`src/mac_status_pkg.sv`:
```
// Package for the MAC status and PHY management register block.
// Assumes an 8-bit CPU register port with byte offsets and a single system clock.
`default_nettype none
package mac_status_pkg;
  // ==========================================================
  // Register offsets
  localparam logic [7:0] ADDR_EVENT_FLAGS = 8'h4D;
  localparam logic [7:0] ADDR_PHY_DATA_LOW = 8'h4E;
  localparam logic [7:0] ADDR_PHY_DATA_HIGH = 8'h4F;
  localparam logic [7:0] ADDR_PHY_MGMT_STATE = 8'h50;
  localparam logic [7:0] ADDR_RX_WPTR_LOW = 8'h51;
  localparam logic [7:0] ADDR_IRQ_ENABLE = 8'h4C;
  // ==========================================================
  // Event flag bit positions
  localparam int BIT_TX_DONE = 0;
  localparam int BIT_TX_CTRL = 1;
  localparam int BIT_RX_OVF = 2;
  localparam int BIT_RX_DONE = 3;
  localparam int BIT_RX_PAUSE = 4;
  localparam int BIT_RX_CTRL = 5;
  localparam int BIT_PHY_DONE = 6;
  localparam int BIT_TX_FAULT = 7;
  // ==========================================================
  // Management state bit positions
  localparam int BIT_BUSY = 7;
  localparam int BIT_LINK_FAIL = 6;
  localparam int BIT_INVALID = 5;
  // ==========================================================
  // Reset values and pointer granularity
  localparam logic [7:0] RESET_BYTE = 8'h00;
  localparam logic [15:0] RESET_WORD = 16'h0000;
  localparam int PTR_ZERO_BITS = 5;
  localparam int EVENT_COUNT = 8;
  // ==========================================================
  // Carriers
  typedef struct packed {
    logic [7:0] addr;
    logic [7:0] wdata;
    logic wr;
    logic rd;
  } cpu_req_t;
  typedef struct packed {
    logic tx_fault;
    logic phy_done;
    logic rx_ctrl;
    logic rx_pause;
    logic rx_done;
    logic rx_ovf;
    logic tx_ctrl;
    logic tx_done;
  } mac_events_t;
  typedef struct packed {
    logic [15:0] data;
    logic done;
    logic link_fail;
    logic valid;
    logic [4:0] phy_addr;
  } phy_result_t;
  typedef enum logic [1:0] {MGMT_IDLE, MGMT_ONESHOT, MGMT_POLL} mgmt_state_t;
endpackage
`default_nettype wire

```
`src/event_flag_bit.sv`:
```
// One sticky event flag with write-one-to-clear and set priority.
// Assumes same-clock event and clear pulses.
`default_nettype none
module event_flag_bit (
  input wire logic ref_clk,
  input wire logic rst,
  input wire logic event_in,
  input wire logic clear_in,
  output logic flag
);
  // ==========================================================
  // Sticky flag, set wins over clear
  always_ff @(posedge ref_clk or posedge rst) begin
    if (rst) begin
      flag <= 1'b0;
    end else if (event_in) begin
      flag <= 1'b1;
    end else if (clear_in) begin
      flag <= 1'b0;
    end
  end
endmodule // event_flag_bit
`default_nettype wire

```
`src/rx_pointer_track.sv`:
```
// Receive write pointer low byte, kept on 32-byte boundaries.
// Assumes reload and advance strobes from the receive DMA on the same clock.
`default_nettype none
module rx_pointer_track
  import mac_status_pkg::*;
(
  input wire logic ref_clk,
  input wire logic rst,
  input wire logic reload,
  input wire logic [7:0] reload_value,
  input wire logic load_now,
  input wire logic [7:0] dma_value,
  output logic [7:0] ptr_low_ff
);
  // ==========================================================
  // Pointer register, low bits forced to zero
  always_ff @(posedge ref_clk or posedge rst) begin
    if (rst) begin
      ptr_low_ff <= RESET_BYTE;
    end else if (reload) begin
      ptr_low_ff <= {reload_value[7:PTR_ZERO_BITS], 5'h00};
    end else if (load_now) begin
      ptr_low_ff <= {dma_value[7:PTR_ZERO_BITS], 5'h00};
    end
  end
  a_ptr_aligned: assert property (@(posedge ref_clk) disable iff (rst)
    ptr_low_ff[4:0] == 5'h00) else $error("pointer low bits not zero");
  a_ptr_reload: assert property (@(posedge ref_clk) disable iff (rst)
    reload |=> ptr_low_ff[7:5] == $past(reload_value[7:5]))
    else $error("pointer not reloaded");
endmodule // rx_pointer_track
`default_nettype wire

```
`src/mac_status_regs.sv`:
```
// MAC event flags, PHY read data, PHY management state and receive pointer.
// Assumes a CPU port with one-cycle strobes, read data one cycle later,
// and event pulses from the MAC engines on ref_clk; PHY link status is async.
//
// Strobed register access was left to the implementer.
`default_nettype none
module mac_status_regs
  import mac_status_pkg::*;
(
  input wire logic ref_clk,
  input wire logic rst,
  input wire mac_status_pkg::cpu_req_t cpu_req,
  output logic [7:0] cpu_rdata_ff,
  input wire mac_status_pkg::mac_events_t mac_events,
  input wire mac_status_pkg::phy_result_t phy_result,
  input wire logic phy_link_fail_pin,
  input wire logic phy_read_command,
  input wire logic phy_write_command,
  input wire logic poll_enable,
  input wire logic soft_reset_bit,
  input wire logic rx_reset_bit,
  input wire logic [7:0] tx_low_boundary_ptr,
  input wire logic rx_ptr_update,
  input wire logic [7:0] rx_ptr_value,
  output logic rx_discard_ff,
  output logic sys_irq_ff,
  output logic rx_irq_ff,
  output logic tx_irq_ff
);
  logic [7:0] flags;
  logic [7:0] irq_enable_ff;
  logic [15:0] phy_read_data_ff;
  logic busy_ff;
  logic link_sync1_ff;
  logic link_sync2_ff;
  logic invalid_ff;
  logic [4:0] polled_phy_address_ff;
  logic [7:0] rx_wptr_low;
  logic clear_write;
  logic [7:0] gated;
  mgmt_state_t mgmt_ff;
  mgmt_state_t nxt_mgmt;

  // ==========================================================
  // Event flags
  assign clear_write = cpu_req.wr && (cpu_req.addr == ADDR_EVENT_FLAGS);
  genvar gi;
  generate
    for (gi = 0; gi < EVENT_COUNT; gi++) begin : g_flag
      event_flag_bit u_flag (
        .ref_clk(ref_clk),
        .rst(rst),
        .event_in(mac_events[gi]),
        .clear_in(clear_write && cpu_req.wdata[gi]),
        .flag(flags[gi])
      );
    end
  endgenerate

  // Each event sets its flag; a one written without an event clears it
  a_fault_flag_sets: assert property (@(posedge ref_clk) disable iff (rst)
    mac_events.tx_fault |=> flags[BIT_TX_FAULT])
    else $error("fault flag missing");
  a_rx_ctrl_sets: assert property (@(posedge ref_clk) disable iff (rst)
    mac_events.rx_ctrl |=> flags[BIT_RX_CTRL])
    else $error("receive control flag missing");
  a_pause_flag_sets: assert property (@(posedge ref_clk) disable iff (rst)
    mac_events.rx_pause |=> flags[BIT_RX_PAUSE])
    else $error("pause flag missing");
  a_rx_done_sets: assert property (@(posedge ref_clk) disable iff (rst)
    mac_events.rx_done |=> flags[BIT_RX_DONE])
    else $error("receive done flag missing");
  a_overflow_flag_sets: assert property (@(posedge ref_clk) disable iff (rst)
    mac_events.rx_ovf |=> flags[BIT_RX_OVF])
    else $error("overflow flag missing");
  a_tx_ctrl_sets: assert property (@(posedge ref_clk) disable iff (rst)
    mac_events.tx_ctrl |=> flags[BIT_TX_CTRL])
    else $error("transmit control flag missing");
  a_tx_done_sets: assert property (@(posedge ref_clk) disable iff (rst)
    mac_events.tx_done |=> flags[BIT_TX_DONE])
    else $error("transmit done flag missing");
  a_clear_by_one: assert property (@(posedge ref_clk) disable iff (rst)
    (clear_write && cpu_req.wdata[BIT_RX_OVF] && !mac_events.rx_ovf) |=> !flags[BIT_RX_OVF])
    else $error("flag not cleared by one");

  // ==========================================================
  // Interrupt enable register
  always_ff @(posedge ref_clk or posedge rst) begin
    if (rst) begin
      irq_enable_ff <= RESET_BYTE;
    end else if (cpu_req.wr && cpu_req.addr == ADDR_IRQ_ENABLE) begin
      irq_enable_ff <= cpu_req.wdata;
    end
  end

  // Enabled flags grouped into system, receive and transmit lines
  assign gated = flags & irq_enable_ff;
  always_ff @(posedge ref_clk or posedge rst) begin
    if (rst) begin
      sys_irq_ff <= 1'b0;
      rx_irq_ff <= 1'b0;
      tx_irq_ff <= 1'b0;
    end else begin
      sys_irq_ff <= gated[BIT_TX_FAULT] | gated[BIT_PHY_DONE] | gated[BIT_RX_OVF];
      rx_irq_ff <= gated[BIT_RX_CTRL] | gated[BIT_RX_PAUSE] | gated[BIT_RX_DONE];
      tx_irq_ff <= gated[BIT_TX_CTRL] | gated[BIT_TX_DONE];
    end
  end

  // Group lines follow enabled flags only
  a_rx_irq_gated: assert property (@(posedge ref_clk) disable iff (rst)
    (gated[BIT_RX_CTRL] || gated[BIT_RX_PAUSE] || gated[BIT_RX_DONE]) |=> rx_irq_ff)
    else $error("receive interrupt missing");
  a_sys_irq_gated: assert property (@(posedge ref_clk) disable iff (rst)
    (gated[BIT_TX_FAULT] || gated[BIT_PHY_DONE] || gated[BIT_RX_OVF]) |=> sys_irq_ff)
    else $error("system interrupt missing");
  a_irq_quiet: assert property (@(posedge ref_clk) disable iff (rst)
    (gated == 8'h00)
    |=> (!sys_irq_ff && !rx_irq_ff && !tx_irq_ff))
    else $error("interrupt without enabled flag");

  // ==========================================================
  // Receiver hold-off while overflow flag stands
  always_ff @(posedge ref_clk or posedge rst) begin
    if (rst) begin
      rx_discard_ff <= 1'b0;
    end else begin
      rx_discard_ff <= nxt_discard(flags[BIT_RX_OVF], mac_events.rx_ovf);
    end
  end
  function automatic logic nxt_discard(input logic flag, input logic ev);
    return flag | ev;
  endfunction

  // Receiver resumes once the overflow flag is gone
  a_discard_release: assert property (@(posedge ref_clk) disable iff (rst)
    (!flags[BIT_RX_OVF] && !mac_events.rx_ovf) |=> !rx_discard_ff)
    else $error("receiver held off without overflow");

  // ==========================================================
  // PHY read data capture
  always_ff @(posedge ref_clk or posedge rst) begin
    if (rst) begin
      phy_read_data_ff <= RESET_WORD;
    end else if (phy_result.done && phy_result.valid) begin
      phy_read_data_ff <= phy_result.data;
    end
  end

  // ==========================================================
  // Management busy tracking
  always_comb begin
    nxt_mgmt = mgmt_ff;
    unique case (mgmt_ff)
      MGMT_IDLE: begin
        if (poll_enable) begin
          nxt_mgmt = MGMT_POLL;
        end else if (phy_read_command || phy_write_command) begin
          nxt_mgmt = MGMT_ONESHOT;
        end
      end
      MGMT_ONESHOT: begin
        if (phy_result.done) begin
          nxt_mgmt = poll_enable ? MGMT_POLL : MGMT_IDLE;
        end
      end
      MGMT_POLL: begin
        if (!poll_enable) begin
          nxt_mgmt = MGMT_IDLE;
        end
      end
    endcase
  end
  always_ff @(posedge ref_clk or posedge rst) begin
    if (rst) begin
      mgmt_ff <= MGMT_IDLE;
    end else begin
      mgmt_ff <= nxt_mgmt;
    end
  end
  always_ff @(posedge ref_clk or posedge rst) begin
    if (rst) begin
      busy_ff <= 1'b0;
    end else begin
      busy_ff <= (nxt_mgmt != MGMT_IDLE);
    end
  end

  // Busy follows commands, answers and the poll level
  a_busy_on_write: assert property (@(posedge ref_clk) disable iff (rst)
    (mgmt_ff == MGMT_IDLE && phy_write_command) |=> busy_ff)
    else $error("busy not raised on write");
  a_busy_clears: assert property (@(posedge ref_clk) disable iff (rst)
    (mgmt_ff == MGMT_ONESHOT && phy_result.done && !poll_enable) |=> !busy_ff)
    else $error("busy stuck after answer");
  a_poll_off_idle: assert property (@(posedge ref_clk) disable iff (rst)
    (mgmt_ff == MGMT_POLL && !poll_enable) |=> !busy_ff)
    else $error("busy stuck after polling");

  // ==========================================================
  // Link fail synchroniser
  always_ff @(posedge ref_clk or posedge rst) begin
    if (rst) begin
      link_sync1_ff <= 1'b0;
      link_sync2_ff <= 1'b0;
    end else begin
      link_sync1_ff <= phy_link_fail_pin;
      link_sync2_ff <= link_sync1_ff;
    end
  end

  // ==========================================================
  // Poll validity and polled address
  always_ff @(posedge ref_clk or posedge rst) begin
    if (rst) begin
      invalid_ff <= 1'b0;
      polled_phy_address_ff <= 5'h00;
    end else begin
      if (phy_result.done) begin
        invalid_ff <= !phy_result.valid;
      end
      if (mgmt_ff == MGMT_POLL || phy_result.done) begin
        polled_phy_address_ff <= phy_result.phy_addr;
      end
    end
  end

  // Validity and address taken from each answer
  a_invalid_tracks: assert property (@(posedge ref_clk) disable iff (rst)
    phy_result.done |=> (invalid_ff == !$past(phy_result.valid)))
    else $error("validity bit wrong");
  a_address_tracks: assert property (@(posedge ref_clk) disable iff (rst)
    (mgmt_ff == MGMT_POLL || phy_result.done)
    |=> polled_phy_address_ff == $past(phy_result.phy_addr))
    else $error("polled address wrong");

  // ==========================================================
  // Receive write pointer
  rx_pointer_track u_ptr (
    .ref_clk(ref_clk),
    .rst(rst),
    .reload(soft_reset_bit || rx_reset_bit),
    .reload_value(tx_low_boundary_ptr),
    .load_now(rx_ptr_update),
    .dma_value(rx_ptr_value),
    .ptr_low_ff(rx_wptr_low)
  );

  // ==========================================================
  // Read data mux, unmapped reads return zero
  always_ff @(posedge ref_clk or posedge rst) begin
    if (rst) begin
      cpu_rdata_ff <= RESET_BYTE;
    end else if (cpu_req.rd) begin
      unique case (cpu_req.addr)
        ADDR_IRQ_ENABLE: cpu_rdata_ff <= irq_enable_ff;
        ADDR_EVENT_FLAGS: cpu_rdata_ff <= flags;
        ADDR_PHY_DATA_LOW: cpu_rdata_ff <= phy_read_data_ff[7:0];
        ADDR_PHY_DATA_HIGH: cpu_rdata_ff <= phy_read_data_ff[15:8];
        ADDR_PHY_MGMT_STATE: cpu_rdata_ff <= {busy_ff, link_sync2_ff, invalid_ff,
          polled_phy_address_ff};
        ADDR_RX_WPTR_LOW: cpu_rdata_ff <= rx_wptr_low;
        default: cpu_rdata_ff <= RESET_BYTE;
      endcase
    end else begin
      cpu_rdata_ff <= RESET_BYTE;
    end
  end

  // Read data carries the addressed register
  a_ptr_readback: assert property (@(posedge ref_clk) disable iff (rst)
    (cpu_req.rd && cpu_req.addr == ADDR_RX_WPTR_LOW)
    |=> cpu_rdata_ff == $past(rx_wptr_low))
    else $error("pointer read wrong");
  a_data_low_read: assert property (@(posedge ref_clk) disable iff (rst)
    (cpu_req.rd && cpu_req.addr == ADDR_PHY_DATA_LOW)
    |=> cpu_rdata_ff == $past(phy_read_data_ff[7:0]))
    else $error("data low read wrong");
  a_data_high_read: assert property (@(posedge ref_clk) disable iff (rst)
    (cpu_req.rd && cpu_req.addr == ADDR_PHY_DATA_HIGH)
    |=> cpu_rdata_ff == $past(phy_read_data_ff[15:8]))
    else $error("data high read wrong");
  a_link_fail_read: assert property (@(posedge ref_clk) disable iff (rst)
    (cpu_req.rd && cpu_req.addr == ADDR_PHY_MGMT_STATE)
    |=> cpu_rdata_ff[BIT_LINK_FAIL] == $past(link_sync2_ff))
    else $error("link fail read wrong");
  a_invalid_read: assert property (@(posedge ref_clk) disable iff (rst)
    (cpu_req.rd && cpu_req.addr == ADDR_PHY_MGMT_STATE)
    |=> cpu_rdata_ff[BIT_INVALID] == $past(invalid_ff))
    else $error("validity read wrong");
  a_address_read: assert property (@(posedge ref_clk) disable iff (rst)
    (cpu_req.rd && cpu_req.addr == ADDR_PHY_MGMT_STATE)
    |=> cpu_rdata_ff[4:0] == $past(polled_phy_address_ff))
    else $error("address read wrong");
  a_busy_read: assert property (@(posedge ref_clk) disable iff (rst)
    (cpu_req.rd && cpu_req.addr == ADDR_PHY_MGMT_STATE)
    |=> cpu_rdata_ff[BIT_BUSY] == $past(busy_ff))
    else $error("busy read wrong");

  // ==========================================================
  // Checks
  a_flag_sticky: assert property (@(posedge ref_clk) disable iff (rst)
    (flags[BIT_TX_FAULT] && !clear_write) |=> flags[BIT_TX_FAULT])
    else $error("flag cleared without write");
  a_flag_set_wins: assert property (@(posedge ref_clk) disable iff (rst)
    (mac_events.rx_done && clear_write) |=> flags[BIT_RX_DONE])
    else $error("event lost under clear");
  a_zero_write_keeps: assert property (@(posedge ref_clk) disable iff (rst)
    (flags[BIT_TX_DONE] && clear_write && !cpu_req.wdata[BIT_TX_DONE])
    |=> flags[BIT_TX_DONE]) else $error("zero write cleared flag");
  a_phy_done_sets: assert property (@(posedge ref_clk) disable iff (rst)
    mac_events.phy_done |=> flags[BIT_PHY_DONE]) else $error("done flag missing");
  a_overflow_discard: assert property (@(posedge ref_clk) disable iff (rst)
    flags[BIT_RX_OVF] |=> rx_discard_ff) else $error("receiver not held off");
  a_irq_gated: assert property (@(posedge ref_clk) disable iff (rst)
    (gated[BIT_TX_DONE] || gated[BIT_TX_CTRL]) |=> tx_irq_ff)
    else $error("transmit interrupt missing");
  a_busy_on_cmd: assert property (@(posedge ref_clk) disable iff (rst)
    (mgmt_ff == MGMT_IDLE && phy_read_command) |=> busy_ff)
    else $error("busy not raised");
  a_busy_polling: assert property (@(posedge ref_clk) disable iff (rst)
    (mgmt_ff == MGMT_POLL && poll_enable) |=> busy_ff)
    else $error("busy dropped while polling");
  a_link_copy: assert property (@(posedge ref_clk) disable iff (rst)
    link_sync2_ff == $past(link_sync1_ff)) else $error("link copy wrong");
  a_data_capture: assert property (@(posedge ref_clk) disable iff (rst)
    (phy_result.done && phy_result.valid) |=> phy_read_data_ff == $past(phy_result.data))
    else $error("phy data not captured");
endmodule // mac_status_regs
`default_nettype wire

```
`config.mk`:
```
export PLATFORM = sky130hd
export DESIGN_NAME = mac_status_regs
export DESIGN_NICKNAME = d
export VERILOG_FILES = /design/src/mac_status_pkg.sv /design/src/event_flag_bit.sv /design/src/rx_pointer_track.sv /design/src/mac_status_regs.sv
export SDC_FILE = /design/constraint.sdc
export NUM_CORES = 1
export LEC_CHECK = 0
export BUFFER_PORTS_ARGS = -buffer_cell sky130_fd_sc_hd__buf_2
export CAP_MARGIN = 20
export CORE_ASPECT_RATIO = 0.9
export CORE_MARGIN = 2
export CORE_UTILIZATION = 31
export DETAILED_ROUTE_END_ITERATION = 10
export SLEW_MARGIN = 20
export SYNTH_ARGS = -nofsm -noshare
export SYNTH_HDL_FRONTEND = slang
export SYNTH_HIERARCHICAL = 1
export SYNTH_SLANG_ARGS = --single-unit
```
`constraint.sdc`:
```
create_clock -name ref_clk -period 1.8 [get_ports ref_clk]
set_clock_uncertainty 0.05 [all_clocks]
set_input_delay 0.54 -clock ref_clk [delete_from_list [all_inputs] [get_ports ref_clk]]
set_output_delay 0.54 -clock ref_clk [all_outputs]
set_load 0.02 [all_outputs]
```
=== After elaboration in Yosys (flattened, before gate mapping) ===
Cells that the tools add are included.

* Register bits after elaboration: 63
* Input port bits: 75
* Word-level logic and storage cells: 89
* Output and inout port bits: 12

* Reductions and logical operators: 26
* Equal/unequal tests: 8
* Bitwise gates (word level): 7
* Multiplexer cells: 26

{| class="wikitable"
|+ Operator list
! cell !! count
|-
| $eq A8 B7 Y1 const B || 6
|-
| $pmux W8 S6 || 1
|-
| $mux W8 || 3
|-
| $reduce_bool A2 Y1 || 10
|-
| $mux W1 || 16
|-
| $logic_and A1 B1 Y1 || 11
|-
| $mux W2 || 5
|-
| $and A8 B8 Y8 || 1
|-
| $or A1 B1 Y1 || 6
|-
| $pmux W2 S3 || 1
|-
| $logic_or A1 B1 Y1 || 3
|-
| $eq A2 B1 Y1 const B || 1
|-
| $eq A2 B2 Y1 const B || 1
|-
| $logic_not A2 Y1 || 1
|-
| $logic_not A1 Y1 || 1
|}

=== Depth between registers and ports, before layout ===
* Depth in word-level cells: 5
* Gate-level depth with buffers: 7
* Mapped depth without buffers: 6

=== Modules after synthesis ===
Netlist, hierarchy kept.

{| class="wikitable"
|+ By module, submodules not included
! module !! cells each !! area each (sq um) !! sequential area each (sq um) !! times used
|-
| mac_status_regs || 182 || 2308.5 || 1176.1 || 1
|-
| event_flag_bit || 4 || 40.0 || 25.0 || 8
|-
| rx_pointer_track || 19 || 176.4 || 75.1 || 1
|}

=== Worst setup path before layout ===
No wires, ideal clock.

* Kind: input-to-reg
* Start point: input cpu_req[15] (netlist bit)
* End point: register irq_enable_ff[0]
* Setup time: 0.125 ns
* Setup slack: -0.015 ns
* Buffers on the path: 2
* Arrival: 1.640 ns
* Stages on the path: 6
* Required time: 1.625 ns
* Cell sequence: nor3b_2 > and2_1 > buf_6 > nor4bb_4 > buf_6 > mux2_4

* Longest elaborated chain between the ends: 2

{| class="wikitable"
|+ RTL lines
! what !! RTL line !! RTL
|-
| start, declared || mac_status_regs.sv:12 || <nowiki>input wire mac_status_pkg::cpu_req_t cpu_req,</nowiki>
|-
| $eq A8 B7 Y1 || mac_status_regs.sv:91 || <nowiki>end else if (cpu_req.wr && cpu_req.addr == ADDR_IRQ_ENABLE) begin</nowiki>
|-
| $logic_and A1 B1 Y1 || mac_status_regs.sv:91 ||
|-
| end signal, assigned || mac_status_regs.sv:92 || <nowiki>irq_enable_ff <= cpu_req.wdata;</nowiki>
|-
| end, declared || mac_status_regs.sv:31 || <nowiki>logic [7:0] irq_enable_ff;</nowiki>
|}

Every way passes these cells.
A chain may end at the register's enable or synchronous reset.

=== Final worst setup path ===
* Start point: input cpu_req[15] (netlist bit)
* End point: register irq_enable_ff[5]

The elaborated chain is that of the path after synthesis.

==> flow_metrics.env <==
export IMPL_status="complete, no violations"
export IMPL_holdBufCountCts=0
export IMPL_ys_ff_latch=58
export IMPL_worstSetupStartpointType="input pin"
export IMPL_drt_first_pass_iters=4
export IMPL_rsz0062_at_grt="no"
export IMPL_cap_violations=0
export IMPL_synth_area_um2=2810
export IMPL_cts_path_max_buffers=2
export IMPL_total_leakage_power_nw=1.73
export IMPL_drc=0
export IMPL_synth_flop_cell="dfrtp_1"
export IMPL_port_buffers=75
export IMPL_cp_arrival_ns=1.85
export IMPL_post_route_cells_drive_above_1_share=0.445
export IMPL_tritoncts="done"
export IMPL_cp_max_fo=8
export IMPL_pre_cts_ws_ns=-0.234
export IMPL_endpoint_kind="register"
export IMPL_synth_edff_count=0
export IMPL_hold_path_class="in2async"
export IMPL_min_period_ns=1.68
export IMPL_setup_tns_ns=0
export IMPL_first_global_vias=2233
export IMPL_vias=1981
export IMPL_fmax_ghz=0.596
export IMPL_wl_per_cell_um=14.8
export IMPL_antenna_left=0
export IMPL_clock_sinks=58
export IMPL_clock_latency_ns=0.34
export IMPL_syn_inst=233
export IMPL_required_ns=1.97
export IMPL_critPathKind="in2reg"
export IMPL_rows=32
export IMPL_finalHoldViolations=0
export IMPL_first_iter_violations=59
export IMPL_whs_ns=0.0876
export IMPL_final_setup_worst_slack_ns=0.123
export IMPL_vias_per_cell=4.45
export IMPL_yosysWarnings=6
export IMPL_area_growth_pct=28.0
export IMPL_wirelength_mm=6.58
export IMPL_start_util=0.323
export IMPL_die_y_um=94.2
export IMPL_cts_setup_buffers=0
export IMPL_place_detailed_hpwl_mm=5.02
export IMPL_diodes=0
export IMPL_cts_resized=0
export IMPL_fillerInstances=869
export IMPL_path_clk_slew_ns=0.06
export IMPL_syn_avg_cell_area_um2=12.0
export IMPL_gp_congestion=0.734
export IMPL_ir_drop_mv=0.306
export IMPL_antenna_found_initial=0
export IMPL_grtUsageTotal=0.153
export IMPL_die_area_um2=9830
export IMPL_grt_max_degree=26
export IMPL_powerDensity_nw_per_um2=926
export IMPL_fin_crit_sh=0.932
export IMPL_yosysSeqAreaShare=0.517
export IMPL_ctsHtreeMaxLevel=3
export IMPL_cts_buffers=9
export IMPL_overflow=0
export IMPL_clockRootBuffer="clkbuf_8"
export IMPL_async_flop_share=1.00
export IMPL_finalSetupViolations=0
export IMPL_ys_types=35
export IMPL_drv_slew=0
export IMPL_grt_pass1_wl_mm=11.4
export IMPL_final_util=0.413
export IMPL_ioPinCount=87
export IMPL_die_x_um=104
export IMPL_coreArea_um2=8690
export IMPL_final_nets=399
report_power, final:
part           switching, mW  leakage (nW)  internal [mW]
clock                  0.500         0.106          0.743
sequential            0.0742         0.694           1.45
combinational          0.257         0.928          0.301
total                  0.831          1.73           2.49
cells in the mapped netlist (2+ instances only):
master | number | area share
dfrtp_1 | 58 | 0.52
mux2_4 | 8 | 0.043
mux2_2 | 29 | 0.12
buf_4 | 7 | 0.019
o21ai_0 | 11 | 0.020
nor2b_1 | 2 | 0.0045
nor2_1 | 9 | 0.012
buf_2 | 2 | 0.0036
mux2i_1 | 10 | 0.036
or2_2 | 2 | 0.0045
nand2_1 | 6 | 0.0080
clkbuf_1 | 2 | 0.0027
o21ai_1 | 3 | 0.0054
ha_1 | 2 | 0.0089
a222oi_1 | 2 | 0.0071
a22oi_1 | 8 | 0.021
and2_1 | 16 | 0.036
a21boi_0 | 7 | 0.019
buf_6 | 2 | 0.0080
and4b_1 | 2 | 0.0071
inv_1 | 23 | 0.031
a21oi_1 | 2 | 0.0036
a21o_1 | 8 | 0.021
cell families (layout without fill, tap and decap cells):
logic type / after synthesis / in the layout / share of synthesized area
flip-flops: 58 / 58 / 0.517
adder cells (fa/ha/maj): 2 / 2 / 0.00892
multiplexers: 48 / 48 / 0.203
other: 1 / 5 / 0.00134
AND/OR/NAND/NOR: 44 / 44 / 0.0995
buffers and inverters: 36 / 125 / 0.0638
AO/OA/AOI/OAI: 44 / 44 / 0.106
state kept, by name, indices dropped and copies added (netlist names), 2 cells and up:
signal                 cells
polled_phy_address_ff      5
cpu_rdata_ff               8
phy_read_data_ff          16
irq_enable_ff              8
u_ptr/ptr_low_ff           3
g_flag.u_flag/flag         8
mgmt_ff                    2
area by class of cell:
type                            instances  area [um^2]  share of cell area
Clock buffer                           13          169              0.0471
Clock inverter                          2         35.0             0.00976
Inverter                               23         86.3              0.0241
Multi-Input combinational cell        143         1200               0.333
Sequential cell                        58         1450               0.404
Tap cell                              119          149              0.0415
Timing Repair Buffer                   87          503               0.140
path summary, 6_finish.rpt:
check	cells after the start	end	slack (ns)	from
worst min-delay path	2	g_flag[7].u_flag/flag	0.09	rst
worst max register to register	5	busy_ff	0.33	mgmt_ff[0]
worst max-delay path	6	irq_enable_ff[5]	0.12	cpu_req[15]
min in group ref_clk	1	link_sync1_ff	0.26	phy_link_fail_pin
max in group asynchronous	3	polled_phy_address_ff[3]	1.13	rst
worst min register to register	0	link_sync2_ff	0.31	link_sync1_ff
per-layer routing:
layer	share of wire	wire length, um	vias up	global-route usage
met5	0	0	-	0
met4	0.020	130	0	0.0709
met2	0.46	3030	55	0.247
li1	-	-	970	-
met3	0.047	307	10	0.0381
met1	0.47	3120	946	0.193
metrics by stage:
| step | power (mW) | instance area [um^2] | instances |
|---|---|---|---|
| floorplan | 1.90 | 2830 | 237 |
| global placement | 2.08 | 3390 | 430 |
| detailed placement | 2.11 | 3390 | 430 |
| CTS | 3.38 | 3590 | 445 |
| global route | 3.51 | 3590 | 445 |
| finish | 3.32 | 3590 | 445 |
placed cells by master (no fill, tap or decap), types with 9 or more instances in the layout:
cell | synthesis | layout
nor2_1 | 9 | 9
mux2i_1 | 10 | 10
and2_1 | 16 | 16
buf_2 | 2 | 75
buf_4 | 7 | 9
dfrtp_1 | 58 | 58
inv_1 | 23 | 22
o21ai_0 | 11 | 11
mux2_2 | 29 | 29
clkbuf_8 | 0 | 12
worst max-delay path, cell delays in order:
cell      delay, ns
buf_2          0.12
nor3b_4        0.22
and2_1         0.22
nor4bb_4       0.27
buf_12         0.18
mux2_4         0.30
No activity file was read; power rests on OpenSTA's default activity.
